### config.mk
export PLATFORM = sky130hd
export DESIGN_NAME = adcwm_monitor
export DESIGN_NICKNAME = d
export VERILOG_FILES = /design/src/rtl/adcwm_pkg.sv /design/src/rtl/adcwm_monitor.sv
export VERILOG_INCLUDE_DIRS = /design/src /design/src/rtl
export SDC_FILE = /design/constraint.sdc
export NUM_CORES = 1
export LEC_CHECK = 0
export BUFFER_PORTS_ARGS = -buffer_cell sky130_fd_sc_hd__buf_4
export CAP_MARGIN = 20
export CORE_ASPECT_RATIO = 1.25
export CORE_MARGIN = 8
export CORE_UTILIZATION = 50
export DETAILED_ROUTE_END_ITERATION = 7
export PLACE_DENSITY = 0.82
export SKIP_CTS_REPAIR_TIMING = 1
export SLEW_MARGIN = 20
export SYNTH_ARGS = -nofsm -noshare
export SYNTH_HDL_FRONTEND = slang
export SYNTH_SLANG_ARGS = --single-unit
### constraint.sdc
create_clock -name mclk -period 6.95 [get_ports mclk]
set_input_delay 0.695 -clock mclk [delete_from_list [all_inputs] [get_ports mclk]]
set_output_delay 0.695 -clock mclk [all_outputs]
set_load 0.02 [all_outputs]
### src/rtl/adcwm_defines.svh
// Constants of the converter result window monitor: register map, fields, codes.
// Assumes inclusion by bare name from the package and the monitor module.
`ifndef ADCWM_DEFINES_SVH
`define ADCWM_DEFINES_SVH

// ==========================================================
// Register byte offsets
`define ADCWM_OFS_CTRL 8'h00
`define ADCWM_OFS_CHEN 8'h04
`define ADCWM_OFS_WLOW 8'h08
`define ADCWM_OFS_WHIGH 8'h0C
`define ADCWM_OFS_STATUS 8'h10
`define ADCWM_OFS_IRQEN 8'h14
`define ADCWM_OFS_CLEAR 8'h18
`define ADCWM_OFS_LAST 8'h1C

// ==========================================================
// Field positions of status, enable and clear
`define ADCWM_BIT_TOV 0
`define ADCWM_BIT_LOW 1
`define ADCWM_BIT_HIGH 2
`define ADCWM_BIT_IN 3
// Control register fields
`define ADCWM_BIT_FMT 0
`define ADCWM_RES_LSB 1
`define ADCWM_RES_MSB 2

// ==========================================================
// Widths, reset values and bus answers
`define ADCWM_NFLAG 4
`define ADCWM_DW 16
`define ADCWM_CHW 5
`define ADCWM_ZERO32 32'h0000_0000
`define ADCWM_ZERO16 16'h0000
`define ADCWM_HIGH_RST 16'hFFFF
`define ADCWM_RESP_OKAY 2'h0
`define ADCWM_RESP_SLVERR 2'h2

`endif

### src/rtl/adcwm_pkg.sv
// Types of the converter result window monitor.
// Assumes the constants header is on the include path.
`include "adcwm_defines.svh"

package adcwm_pkg;

    // State of the monitor apart from the reset synchroniser, registered in one process
    typedef struct packed {
        logic rst_q1;
        logic rst_q2;
        logic aw_held;
        logic [7:0] aw_addr;
        logic w_held;
        logic [31:0] w_data;
        logic [3:0] w_strb;
        logic awready;
        logic wready;
        logic bvalid;
        logic [1:0] bresp;
        logic arready;
        logic rvalid;
        logic [31:0] rdata;
        logic [1:0] rresp;
        logic fmt_signed;
        logic [1:0] resolution;
        logic [31:0] chan_en;
        logic [`ADCWM_DW-1:0] wlow;
        logic [`ADCWM_DW-1:0] whigh;
        logic [`ADCWM_NFLAG-1:0] status;
        logic [`ADCWM_NFLAG-1:0] irq_en;
        logic [`ADCWM_DW-1:0] last_result;
        logic irq;
    } adcwm_state_s;

endpackage : adcwm_pkg

### src/rtl/adcwm_monitor.sv
// Converter result window monitor: trigger overflow flag, one shared window
// comparator over results written to result memory or FIFO, sticky flags, irq.
// Assumes the sequencer signals run on mclk and AXI4-Lite master on mclk.
//
// Our own choices: the AXI4-Lite slave port and the register offsets.
`timescale 1ns/1ns
`include "adcwm_defines.svh"

module adcwm_monitor
    import adcwm_pkg::*;
(
    // Clock and reset
    input wire logic mclk,
    input wire logic rst_n,
    // AXI4-Lite write channels
    input wire logic [7:0] s_axi_awaddr,
    input wire logic s_axi_awvalid,
    output logic s_axi_awready,
    input wire logic [31:0] s_axi_wdata,
    input wire logic [3:0] s_axi_wstrb,
    input wire logic s_axi_wvalid,
    output logic s_axi_wready,
    output logic [1:0] s_axi_bresp,
    output logic s_axi_bvalid,
    input wire logic s_axi_bready,
    // AXI4-Lite read channels
    input wire logic [7:0] s_axi_araddr,
    input wire logic s_axi_arvalid,
    output logic s_axi_arready,
    output logic [31:0] s_axi_rdata,
    output logic [1:0] s_axi_rresp,
    output logic s_axi_rvalid,
    input wire logic s_axi_rready,
    // Converter sequencer
    input wire logic conv_trigger,
    input wire logic conv_busy,
    input wire logic result_write,
    input wire logic [`ADCWM_DW-1:0] result_data,
    input wire logic [`ADCWM_CHW-1:0] result_channel,
    // Configuration towards the converter and interrupt
    output logic result_data_format,
    output logic [1:0] conversion_resolution,
    output logic irq
);

    // ==========================================================
    // Reset synchroniser, kept apart so its flops reset to a constant
    logic rst_q1_reg;
    logic rst_sync_n;

    always_ff @(posedge mclk or negedge rst_n)
    begin
        if (!rst_n)
        begin
            rst_q1_reg <= 1'b0;
            rst_sync_n <= 1'b0;
        end
        else
        begin
            rst_q1_reg <= 1'b1;
            rst_sync_n <= rst_q1_reg;
        end
    end

    // ==========================================================
    // Byte-lane merge for register writes
    function automatic logic [31:0] adcwm_merge(input logic [31:0] old_v,
                                                input logic [31:0] new_v,
                                                input logic [3:0] strb);
        logic [31:0] r;
        r = old_v;
        for (int i = 0; i < 4; i++)
        begin
            if (strb[i])
                r[i*8 +: 8] = new_v[i*8 +: 8];
        end
        return r;
    endfunction : adcwm_merge

    // ==========================================================
    // Shared window comparator
    adcwm_state_s s_reg;
    adcwm_state_s s_next;
    logic cmp_hit;
    logic cls_below;
    logic cls_above;
    logic cls_inside;
    logic wr_fire;
    logic [`ADCWM_NFLAG-1:0] clr_mask;
    logic [`ADCWM_NFLAG-1:0] set_mask;

    // Signed format compares as two's complement, otherwise unsigned
    always_comb
    begin
        cmp_hit = result_write && s_reg.chan_en[result_channel];
        if (s_reg.fmt_signed)
        begin
            cls_below = $signed(result_data) < $signed(s_reg.wlow);
            cls_above = $signed(result_data) > $signed(s_reg.whigh);
        end
        else
        begin
            cls_below = result_data < s_reg.wlow;
            cls_above = result_data > s_reg.whigh;
        end
        // Low wins if thresholds are crossed, so one class only
        cls_above = cls_above && !cls_below;
        cls_inside = !cls_below && !cls_above;
    end

    // Events and clears of the sticky flags
    always_comb
    begin
        wr_fire = s_reg.aw_held && s_reg.w_held && !s_reg.bvalid;
        clr_mask = '0;
        if (wr_fire && s_reg.aw_addr == `ADCWM_OFS_CLEAR)
            clr_mask = s_reg.w_data[`ADCWM_NFLAG-1:0];
        set_mask = '0;
        set_mask[`ADCWM_BIT_TOV] = conv_trigger && conv_busy;
        set_mask[`ADCWM_BIT_LOW] = cmp_hit && cls_below;
        set_mask[`ADCWM_BIT_HIGH] = cmp_hit && cls_above;
        set_mask[`ADCWM_BIT_IN] = cmp_hit && cls_inside;
    end

    // ==========================================================
    // Next-state logic: bus slave, registers, flags
    always_comb
    begin
        s_next = s_reg;
        // Address and data are taken in either order and held
        if (s_axi_awvalid && s_reg.awready)
        begin
            s_next.aw_held = 1'b1;
            s_next.aw_addr = s_axi_awaddr;
        end
        if (s_axi_wvalid && s_reg.wready)
        begin
            s_next.w_held = 1'b1;
            s_next.w_data = s_axi_wdata;
            s_next.w_strb = s_axi_wstrb;
        end
        if (s_reg.bvalid && s_axi_bready)
            s_next.bvalid = 1'b0;
        if (wr_fire)
        begin
            s_next.aw_held = 1'b0;
            s_next.w_held = 1'b0;
            s_next.bvalid = 1'b1;
            s_next.bresp = `ADCWM_RESP_OKAY;
            unique case (s_reg.aw_addr)
                `ADCWM_OFS_CTRL:
                begin
                    // Thresholds are deliberately not touched here
                    if (s_reg.w_strb[0])
                    begin
                        s_next.fmt_signed = s_reg.w_data[`ADCWM_BIT_FMT];
                        s_next.resolution =
                            s_reg.w_data[`ADCWM_RES_MSB:`ADCWM_RES_LSB];
                    end
                end
                `ADCWM_OFS_CHEN:
                    s_next.chan_en = adcwm_merge(s_reg.chan_en, s_reg.w_data,
                                                 s_reg.w_strb);
                `ADCWM_OFS_WLOW:
                    s_next.wlow = 16'(adcwm_merge({`ADCWM_ZERO16, s_reg.wlow},
                                                  s_reg.w_data, s_reg.w_strb));
                `ADCWM_OFS_WHIGH:
                    s_next.whigh = 16'(adcwm_merge({`ADCWM_ZERO16, s_reg.whigh},
                                                   s_reg.w_data, s_reg.w_strb));
                `ADCWM_OFS_IRQEN:
                    if (s_reg.w_strb[0])
                        s_next.irq_en = s_reg.w_data[`ADCWM_NFLAG-1:0];
                `ADCWM_OFS_CLEAR, `ADCWM_OFS_STATUS, `ADCWM_OFS_LAST: ;
                default:
                    s_next.bresp = `ADCWM_RESP_SLVERR;
            endcase
        end
        // Read: one outstanding, answered the cycle after the address
        if (s_reg.rvalid && s_axi_rready)
            s_next.rvalid = 1'b0;
        if (s_axi_arvalid && s_reg.arready)
        begin
            s_next.rvalid = 1'b1;
            s_next.rresp = `ADCWM_RESP_OKAY;
            s_next.rdata = `ADCWM_ZERO32;
            unique case (s_axi_araddr)
                `ADCWM_OFS_CTRL:
                begin
                    s_next.rdata[`ADCWM_BIT_FMT] = s_reg.fmt_signed;
                    s_next.rdata[`ADCWM_RES_MSB:`ADCWM_RES_LSB] = s_reg.resolution;
                end
                `ADCWM_OFS_CHEN: s_next.rdata = s_reg.chan_en;
                `ADCWM_OFS_WLOW: s_next.rdata[`ADCWM_DW-1:0] = s_reg.wlow;
                `ADCWM_OFS_WHIGH: s_next.rdata[`ADCWM_DW-1:0] = s_reg.whigh;
                `ADCWM_OFS_STATUS: s_next.rdata[`ADCWM_NFLAG-1:0] = s_reg.status;
                `ADCWM_OFS_IRQEN: s_next.rdata[`ADCWM_NFLAG-1:0] = s_reg.irq_en;
                `ADCWM_OFS_LAST: s_next.rdata[`ADCWM_DW-1:0] = s_reg.last_result;
                `ADCWM_OFS_CLEAR: ;
                default: s_next.rresp = `ADCWM_RESP_SLVERR;
            endcase
        end
        // Last compared result for software inspection
        if (cmp_hit)
            s_next.last_result = result_data;
        // Set wins over a clear in the same cycle
        s_next.status = (s_reg.status & ~clr_mask) | set_mask;
        s_next.irq = |(s_next.status & s_next.irq_en);
        // Ready flags registered so outputs come straight from flops
        s_next.awready = !s_next.aw_held && !s_next.bvalid;
        s_next.wready = !s_next.w_held && !s_next.bvalid;
        s_next.arready = !s_next.rvalid;
        s_next.rst_q1 = 1'b0;
        s_next.rst_q2 = 1'b0;
    end

    // ==========================================================
    // State register
    always_ff @(posedge mclk or negedge rst_sync_n)
    begin
        if (!rst_sync_n)
        begin
            s_reg <= '0;
            s_reg.whigh <= `ADCWM_HIGH_RST;
        end
        else
            s_reg <= s_next;
    end

    // Outputs straight from the state register
    assign s_axi_awready = s_reg.awready;
    assign s_axi_wready = s_reg.wready;
    assign s_axi_bvalid = s_reg.bvalid;
    assign s_axi_bresp = s_reg.bresp;
    assign s_axi_arready = s_reg.arready;
    assign s_axi_rvalid = s_reg.rvalid;
    assign s_axi_rdata = s_reg.rdata;
    assign s_axi_rresp = s_reg.rresp;
    assign result_data_format = s_reg.fmt_signed;
    assign conversion_resolution = s_reg.resolution;
    assign irq = s_reg.irq;

    // ==========================================================
    // Assertions
    a_trig_overflow: assert property (@(posedge mclk) disable iff (!rst_sync_n)
        conv_trigger && conv_busy |=> s_reg.status[`ADCWM_BIT_TOV])
        else $error("trigger while busy did not set overflow flag");

    a_irq_enabled: assert property (@(posedge mclk) disable iff (!rst_sync_n)
        s_reg.irq == |(s_reg.status & s_reg.irq_en))
        else $error("interrupt does not match enabled flags");

    a_one_class: assert property (@(posedge mclk) disable iff (!rst_sync_n)
        $onehot({cls_below, cls_above, cls_inside}))
        else $error("comparator class is not unique");

    a_below_set: assert property (@(posedge mclk) disable iff (!rst_sync_n)
        cmp_hit && cls_below |=> s_reg.status[`ADCWM_BIT_LOW]
            && s_reg.last_result == $past(result_data))
        else $error("below result did not set below flag");

    a_above_set: assert property (@(posedge mclk) disable iff (!rst_sync_n)
        cmp_hit && !s_reg.fmt_signed && result_data > s_reg.whigh
            && s_reg.wlow <= s_reg.whigh |=> s_reg.status[`ADCWM_BIT_HIGH])
        else $error("above result did not set above flag");

    a_inside_set: assert property (@(posedge mclk) disable iff (!rst_sync_n)
        cmp_hit && !s_reg.fmt_signed && result_data == s_reg.wlow
            && s_reg.wlow <= s_reg.whigh
            |=> s_reg.status[`ADCWM_BIT_IN])
        else $error("result equal to low threshold not inside");

    a_no_compare: assert property (@(posedge mclk) disable iff (!rst_sync_n)
        !(result_write && s_reg.chan_en[result_channel])
            |=> (s_reg.status[3:1] & ~$past(s_reg.status[3:1])) == 3'h0)
        else $error("window flag set without enabled result write");

    a_thr_kept: assert property (@(posedge mclk) disable iff (!rst_sync_n)
        wr_fire && s_reg.aw_addr == `ADCWM_OFS_CTRL
            |=> $stable(s_reg.wlow) && $stable(s_reg.whigh))
        else $error("thresholds changed by format write");

    a_flag_sticky: assert property (@(posedge mclk) disable iff (!rst_sync_n)
        s_reg.status[`ADCWM_BIT_TOV] && !clr_mask[`ADCWM_BIT_TOV]
            |=> s_reg.status[`ADCWM_BIT_TOV])
        else $error("overflow flag dropped without clear");

    // A clear without a competing event must really drop the flag
    a_clear_drops: assert property (@(posedge mclk) disable iff (!rst_sync_n)
        clr_mask[`ADCWM_BIT_TOV] && !set_mask[`ADCWM_BIT_TOV]
            |=> !s_reg.status[`ADCWM_BIT_TOV])
        else $error("overflow flag not dropped by clear write");

    // Results that are not compared leave the last result alone
    a_last_kept: assert property (@(posedge mclk) disable iff (!rst_sync_n)
        !cmp_hit |=> $stable(s_reg.last_result))
        else $error("last result changed without compared write");

endmodule : adcwm_monitor

Yosys cells after proc, flatten, opt, wreduce, memory -nomap -nowiden
Cells that the tools add are included.
Cells by class
  add/subtract/negate cells: 0
  $mul: 0
  div/mod/pow operators: 0
  $lt $le $gt $ge: 5
  equal/unequal tests: 14
  shift-type cells: 0
  muxes and demuxes: 22
  bitwise logic cells: 4
  reductions and logical operators: 38
Operator list (number)
  $eq 8x5->1 const B: 8
  $pmux 12 s4: 1
  $mux 37: 1
  $mux 35: 1
  $eq 8x4->1 const B: 4
  $gt 16x16->1: 2
  $lt 16x16->1: 2
  $reduce_and 3->1: 9
  $pmux 3 s7: 1
  $logic_and 1x1->1: 17
  $eq 8x3->1 const B: 2
  $logic_not 8->1: 2
  $mux 16: 1
  $mux 4: 4
  $reduce_or 8->1: 2
  $mux 9: 1
  $and 4x4->4: 2
  $logic_not 1->1: 7
  $mux 1: 7
  $lt 5x6->1 const B: 1
  $pmux 1 s6: 1
  $bmux 1 s5: 1
  $mux 2: 2
  $not 4->4: 1
  3 further kinds: 3
Storage, ports and cells
  register bits after elaboration: 181
  latch bits: 0
  memory bits (writable): 0
  memory bits (read-only): 0
  output and inout bits: 45
  word-level logic and storage cells: 112
  memories kept: 0

Logic depth before layout (Yosys ltp)
Gate-level depths: netlist of run 1.
  word-level depth: 10
  mapped depth: 9
  depth with buffers taken out: 9

Worst setup path before layout of run 1
Ideal clock, no wire load.
  path type: input to register
  start point: in result_channel[1]
  end point: reg s_reg[16] (netlist bit)
  setup time: 0.125 ns
  arrival time: 2.441 ns
  required time: 6.825 ns
  setup slack: 4.384 ns
  cell stages on the path: 7
  cells stage by stage: buf_6 mux4_1 mux2i_1 nor3b_1 o41ai_4 buf_6 mux2_4
On the way
  cells in the longest elaborated chain, start to end: 3
Ends and longest elaborated chain
  start: declaration: line adcwm_monitor.sv:39  | input wire logic [`ADCWM_CHW-1:0] result_channel,
  $bmux 1 s5: line adcwm_monitor.sv:95  | cmp_hit = result_write && s_reg.chan_en[result_channel];
  $mux 1 (not written as such): line adcwm_monitor.sv:95
  $logic_and 1x1->1: line adcwm_monitor.sv:95
  end signal: assignment: line adcwm_monitor.sv:226  | s_reg <= s_next;
  end: declaration: line adcwm_monitor.sv:82  | adcwm_state_s s_reg;
Every way passes these cells. The select of a mux whose other input is x is not followed.
A chain may end at the register's enable or synchronous reset.

Worst setup path after layout of run 1
  start point: in s_axi_araddr[7]
  end point: reg s_reg, in the netlist s_axi_rdata[5]
On the way
  cells in the longest elaborated chain, start to end: 2
  elaborated cells between the ends (all ways): 5
Ends and longest elaborated chain
  start: declaration: line adcwm_monitor.sv:27  | input wire logic [7:0] s_axi_araddr,
  $eq 8x5->1 (tied with other cells): line adcwm_monitor.sv:186  | unique case (s_axi_araddr)
  $pmux 12 s4 (*): line adcwm_monitor.sv:186
Every way passes the cells marked *; elsewhere a longest branch is shown, timed or not.

==> results of run 1 <==
==> worst max-delay path: cells and delay by family <==
family                 cells  cell delay [ps]
buffers and inverters      1              100
AND/OR/NAND/NOR            5             1720
AO/OA/AOI/OAI              2              540
==> per-stage QoR <==
step	cells	util	power, mW	hold slack [ps]	worst slack, ps
CTS	1075	0.591	3.16	7.66	4240
floorplan	752	-	1.95	331	1620
detailed placement	1043	0.554	2.19	339	3770
global route	1075	0.591	3.30	9.13	4020
global placement	1043	0.554	2.15	339	3880
finish	1075	0.591	3.13	18.1	4220
==> metal layers <==
layer | part of all wire | GRT usage
met1 | 0.41 | 0.230
met2 | 0.50 | 0.315
met3 | 0.076 | 0.0551
met4 | 0.014 | 0.0665
met5 | 0 | 0
==> how the worst max path moves through the flow <==
stage,depth (start not counted),from,slack [ps],endpoint
final,8,s_axi_araddr[7],4220,s_axi_rdata[5]
after global routing,8,s_axi_araddr[7],4020,s_axi_rdata[5]
after CTS,8,s_axi_araddr[7],4240,s_axi_rdata[5]
after detailed placement,8,s_axi_araddr[7],3770,s_axi_rdata[5]
after global placement,8,s_axi_araddr[7],3880,s_axi_rdata[4]
after floorplan,0,rst_sync_n,1620,conversion_resolution[0]
==> final cells by class <==
cell class | count | area [um2] | area share
Clock buffer | 17 | 425 | 0.0416
Clock inverter | 15 | 201 | 0.0197
Inverter | 43 | 161 | 0.0158
Multi-Input combinational cell | 466 | 3660 | 0.358
Sequential cell | 179 | 4500 | 0.441
Tap cell | 224 | 280 | 0.0274
Timing Repair Buffer | 131 | 983 | 0.0963
==> layout by cell type (no fill, tap or decap), types with 4 or more instances in the layout <==
cell / count
a21o_1: 4
a21oi_1: 17
a221oi_1: 13
buf_4: 131
clkbuf_16: 17
clkinv_8: 8
dfrtp_1: 162
dfstp_2: 16
ha_1: 31
inv_1: 43
mux2_2: 105
mux2_4: 7
mux2i_1: 18
mux4_1: 8
nand2_1: 94
nand3_1: 8
nand4_1: 8
nor2_1: 32
nor2b_1: 5
nor3_1: 7
nor3b_1: 4
o21ai_0: 49
o21ai_1: 10
==> cell families (layout without fill, tap and decap cells) <==
logic type               after synthesis  after routing
AND/OR/NAND/NOR                      174            174
other                                  2              3
AO/OA/AOI/OAI                        117            117
adder cells (fa/ha/maj)               31             31
flip-flops                           179            179
XOR/XNOR                               1              1
multiplexers                         140            140
buffers and inverters                107            206
==> power groups by stage <==
| stage | Combinational (mW) | Clock, mW | Sequential (mW) |
|---|---|---|---|
| finish | 0.631 | 0.968 | 1.53 |
| detailed placement | 0.635 | 0 | 1.55 |
| global placement | 0.610 | 0 | 1.54 |
| global route | 0.700 | 1.03 | 1.57 |
| CTS | 0.640 | 0.984 | 1.53 |
| floorplan | 0.467 | 0 | 1.48 |
==> synth_stat cells (all sizes together), types with 2 or more instances <==
cell type	instances
or2	2
mux4	10
nand2b	3
o21a	2
a22o	2
conb	2
a22oi	2
a222oi	2
o211ai	2
nand4	8
mux2	112
buf	49
nor3	8
nand3	8
nor3b	4
nor2	34
a211oi	2
clkbuf	15
a31oi	2
nand2	94
ha	31
a21oi	17
nor2b	6
a21o	4
a221oi	13
dfrtp	163
mux2i	18
dfstp	16
o21ai	59
inv	43
==> parameters.txt, run 1 <==
Parameter                              Value

Run status
  Result of the run    finished clean

Logic synthesis
  Simple-gate portion of the synthesized area    0.0883
  Post-synth cell types    57
  Area contributors post-synth    dfrtp_1, mux2_2, dfstp_2
  Cell area after technology mapping    0.00873 mm2
  Xor/xnor share of the synthesized area    0.00100
  Mean area per synthesized cell    11.6 um2
  Number of register bits inferred by synthesis    between 150 and 200
  Most area-hungry cell type in the Yosys netlist    dfrtp_1
  Async set-or-reset flop fraction in the synthesized netlist    1.00
  Top_reg_cell synth    dfrtp_1
  Yosys synthesis warning count    0
  Arithmetic-cell share of the synthesized area counting full adders, half adders and majority gates    0.0444
  Combinational family with the most area after synthesis    multiplexers
  EDFF count, synth    0
  Part of the Yosys area used for sequential elements    0.515
  Area fraction in compound gates after synthesis    0.0863
  Number of cells produced by synthesis    roughly 750
  Top cell type's share of synthesized area    0.467
  Post-synthesis mux area share    0.197

Pwr
  Leakage power figure    4.89 nW
  Switching part of the total    0.312
  Seq pwr share    0.489
  Share of total power in the clock network    0.309
  Internal power consumption    around 2.2 mW
  Total net switching power    around 980 uW
  Worst IR drop on VDD    between 0.2 and 0.25 mV
  Combinational cell fraction of total power    0.201
  Ratio of total power to cell area    307 mW/mm2

Global routing
  Global router's overall resource usage    0.189
  Number of global-route vias before repair    just over 6000
  Global route total overflow    0
  Antenna violations before repair    0
  Pin count of the biggest net entering global routing    65
  Wire length of the first global-routing pass    approximately 33000 um

Cells and area
  Layout net count    952
  Area growth from synthesis to layout    17.0%
  Layout cells sized above 1    0.357
  Max FFs per register    roughly 130
  Fill count    roughly 1400
  # diodes    0
  Non-Filler Cell Area, Final    between 0.01 and 0.015 mm2

Floorplan
  Initial Utilization    0.505
  Placeable core area    0.0173 mm2
  Count of pins on the block boundary    128
  Area enclosed by the die boundary    0.0220 mm2
  Die Span X    between 100 and 150 um
  Rows    between 50 and 60
  Die height    164 um

Worst setup path
  Worst reg2reg path startpoint    s_reg[40]
  Arrival time of the worst setup path    3080 ps
  Sequence of cells on the critical path    buf_4 -> or4_1 -> nor2_4 -> nand2_1 -> nor2_1 -> nor2_1 -> a21o_1 -> o21ai_0
  Start-to-end type of the worst setup path    input pin to flip-flop
  Crit path max fanout    16
  Crit path required time    7290 ps
  Max incr delay on CP    approximately 750 ps
  Kind of launch point of the worst setup path    input pin
  Endpoint type of the worst setup path    flip-flop
  Crit Reg-Reg Endpoint    irq
  R2R Setup Slk    approximately 4300 ps
  Worst R2R Path Depth    9
  Critical path's slowest cell    nor2_1
  Worst path most repeated cell    nor2_1

Clock network
  Bufs on Longest Clock Path    2
  Number of sinks driven by the clock tree    roughly 180
  Number of H-tree branching levels    4
  Insertion delay of the later-clocked pin in the worst-skew pair    between 400 and 500 ps
  Reg clk slew, reported paths    about 80 ps
  Clk Tree Root Cell    clkbuf_16
  Number of buffers created by CTS    17
  Clock tree from TritonCTS    yes

Run
  Max-Cap Viols    0

Timing
  Final critical-path share of the clock period    0.393
  Skew final    16.8 ps
  Final setup violation count    0
  Min cycle time layout    approximately 2700 ps
  Hold Fails Final Rpt    0
  Actual transition at the worst max-transition pin    around 930 ps
  Worst slew margin relative to its limit    0.380
  Max frequency    366 MHz
  Unrepaired setup endpoints after global routing    false
  Final Max Tran Viols    0
  Sum of negative setup slack    0 ps

Worst hold path
  Worst min path class    input pin to asynchronous set/reset pin

Routing
  Sum of routed wire length over all layers    between 20000 and 25000 um
  Avg Vias per Cell    around 5.5
  DRC marker count from the first detailed-route iteration    approximately 340
  Detail Route Antenna Nets    0
  Number of remaining DRC errors    0
  Vias after detailed routing    5944
  Router iterations before antenna repair    5
  Routed WL per cell    18.8 um

Placed design
  Instance area at placement    about 0.0096 mm2
  Placed wire-length estimate    ~16000 um
  Buffers on Ports    between 100 and 150
  Routability cong.    0.881
Note: power is estimated with default switching activity, not from simulation.
==> run 2: changes to the inputs <==
--- a/config.mk
+++ b/config.mk
@@ -12,7 +12,7 @@
 export CORE_MARGIN = 8
 export CORE_UTILIZATION = 50
 export DETAILED_ROUTE_END_ITERATION = 7
-export PLACE_DENSITY = 0.82
+export PLACE_DENSITY = 0.85
 export SKIP_CTS_REPAIR_TIMING = 1
 export SLEW_MARGIN = 20
 export SYNTH_ARGS = -nofsm -noshare
==> constraint.sdc (replaced) <==
create_clock -name mclk -period 2.4 [get_ports mclk]
set_input_delay 0.24 -clock mclk [delete_from_list [all_inputs] [get_ports mclk]]
set_output_delay 0.24 -clock mclk [all_outputs]
set_load 0.02 [all_outputs]
==> run 2 against run 1 <==
  * The flow now finishes with violations (negative setup slack)
  * Via count increased by 7.6%
  * Cell count increased by 3.1%
  * Setup slack got worse by 4300 ps
  * Clock skew decreased by 7.7 ps
  * Core utilization increased by 2.4 points
  * Die area unchanged
  * Sequential share of layout area decreased by 1.7 points
  * Clock-buffer cell count unchanged
  * First-iteration DRC count increased by 84%
  * Clock power increased to 2.9 times the previous value
==> parameters.txt, run 2 (synthesis results as in run 1) <==
Parameter                              Value

Run status
  Result of the run    finished, violations left
  Violations in the final reports    negative setup slack

Placed design
  Buffers on Ports    125 (unchanged)
  Instance area at placement    0.00978 mm2 (+2.0%)
  Placed wire-length estimate    16400 um (+5.2%)
  Routability cong.    0.921 (+4.5%)

Worst hold path
  Worst hold start    s_axi_rready
  Worst min path class    input pin to flip-flop
  Worst Hold Depth    2

Floorplan
  Placeable core area    0.0173 mm2 (unchanged)
  Die height    164 um (unchanged)
  Count of pins on the block boundary    128 (unchanged)
  Rows    54 (unchanged)
  Initial Utilization    0.505 (unchanged)
  Area enclosed by the die boundary    0.0220 mm2 (unchanged)
  Die Span X    134 um (unchanged)

Worst setup path
  Max incr delay on CP    530 ps (-220 ps)
  Endpoint type of the worst setup path    flip-flop
  Worst reg2reg path startpoint    s_reg[30]
  Start-to-end type of the worst setup path    flip-flop to flip-flop
  Worst path depth    9 (+1)
  Crit path required time    2700 ps (-4590 ps)
  Critical path's slowest cell    dfstp_2
  Total buffers and inverters traversed by the critical path    1 (unchanged)
  Kind of launch point of the worst setup path    flip-flop
  Arrival time of the worst setup path    2810 ps (-270 ps)
  Critical path's top delay family    simple AND/OR/NAND/NOR gates
  Start point of the critical path    s_reg[30]
  Worst R2R Path Depth    9 (unchanged)
  Crit path max fanout    3 (-13)
  Sequence of cells on the critical path    inv_1 -> ha_4 -> nand4_1 -> nor4_2 -> o21ai_1 -> a211o_1 -> and4_4 -> mux2i_2 -> o221ai_2

Global routing
  Global router's overall resource usage    0.204 (+0.0144)
  Number of global-route vias before repair    6572 (+5.6%)
  Antenna violations before repair    0 (unchanged)
  Global route total overflow    0 (unchanged)
  Wire length of the first global-routing pass    35000 um (+7.0%)
  Pin count of the biggest net entering global routing    55 (-15%)

Routing
  DRC marker count from the first detailed-route iteration    616 (+84%)
  Sum of routed wire length over all layers    22800 um (+13%)
  Detail Route Antenna Nets    0 (unchanged)
  Vias after detailed routing    6396 (+7.6%)
  Avg Vias per Cell    5.77 (+4.4%)
  Routed WL per cell    20.6 um (+9.4%)
  Number of remaining DRC errors    0 (unchanged)
  Router iterations before antenna repair    7 (+2)

Timing
  Worst slew margin relative to its limit    0.631 (+0.251)
  Max frequency    398 MHz
  Hold Fails Final Rpt    0 (unchanged)
  Final critical-path share of the clock period    1.05
  Unrepaired setup endpoints after global routing    true
  Final Max Tran Viols    0 (unchanged)
  Min cycle time layout    2510 ps
  Skew final    9.13 ps (-7.68 ps)
  Final setup violation count    3 (+3)
  Actual transition at the worst max-transition pin    553 ps (-373 ps)
  Tightest hold margin    26.8 ps (+8.67 ps)
  Worst setup margin    -110 ps (-4330 ps)

Cells and area
  Most common library cell in the layout ignoring fill and taps    dfrtp_1
  # diodes    0 (unchanged)
  Max FFs per register    134 (unchanged)
  Layout net count    985 (+3.5%)
  Layout cells sized above 1    0.408 (+0.0511)
  Post-route core utilization    0.615 (+0.0239)
  Leading cell types in the layout, fill and taps excluded    dfrtp_1, buf_4, mux2_2, nand2_1, o21ai_0
  Area growth from synthesis to layout    21.8%
  Non-Filler Cell Area, Final    0.0106 mm2 (+4.1%)

Clock network
  Reg clk slew, reported paths    70 ps (about the same)
  Clock tree from TritonCTS    yes
  Number of H-tree branching levels    4 (unchanged)
  Insertion delay of the later-clocked pin in the worst-skew pair    430 ps (about the same)
  Clk Tree Root Cell    clkbuf_16
  Number of buffers created by CTS    17 (unchanged)
  Bufs on Longest Clock Path    2 (unchanged)
  Number of sinks driven by the clock tree    179 (unchanged)

Pwr
  Final Power    9.30 mW (+200%)
  Worst IR drop on VDD    0.584 mV (+180%)
  Ratio of total power to cell area    874 mW/mm2 (+190%)
  Leakage power figure    5.05 nW (+3.4%)

Run
  Max-Cap Viols    0 (unchanged)
==> run 2: final cells by class <==
type | count | area (um2)
Fill cell | 1344 | 6670
Sequential cell | 179 | 4500
Multi-Input combinational cell | 466 | 3810
Timing Repair Buffer | 164 | 1290
Clock buffer | 17 | 425
Tap cell | 224 | 280
Inverter | 43 | 161
Clock inverter | 15 | 158
==> run 2: metal layers <==
layer	global-route usage	part of all wire
met3	0.0542	0.078
met5	0	0
met1	0.243	0.38
met2	0.338	0.50
met4	0.0946	0.041
==> run 2: per-stage QoR <==
step | TNS, ps | cells | setup WS [ps]
detailed placement | -185 | 1063 | -113
global route | -556 | 1108 | -201
CTS | -321 | 1095 | -126
floorplan | 0 | 752 | 35.1
global placement | 0 | 1063 | 43.0
finish | -228 | 1108 | -110
==> run 2: worst paths after layout <==
check | end | slack (ps)
max in group asynchronous | s_reg[29] | 1200
max reg2reg | irq | -110
min | s_axi_rvalid | 30
min reg2reg | s_reg[71] | 310
max | irq | -110
min in group asynchronous | rst_sync_n | 130
==> run 2: power by group <==
group / internal [mW] / switching [mW] / leakage (nW)
clock: 1.48 / 1.29 / 0.281
combinational: 1.14 / 0.927 / 2.49
sequential: 3.80 / 0.662 / 2.28
total: 6.42 / 2.87 / 5.05
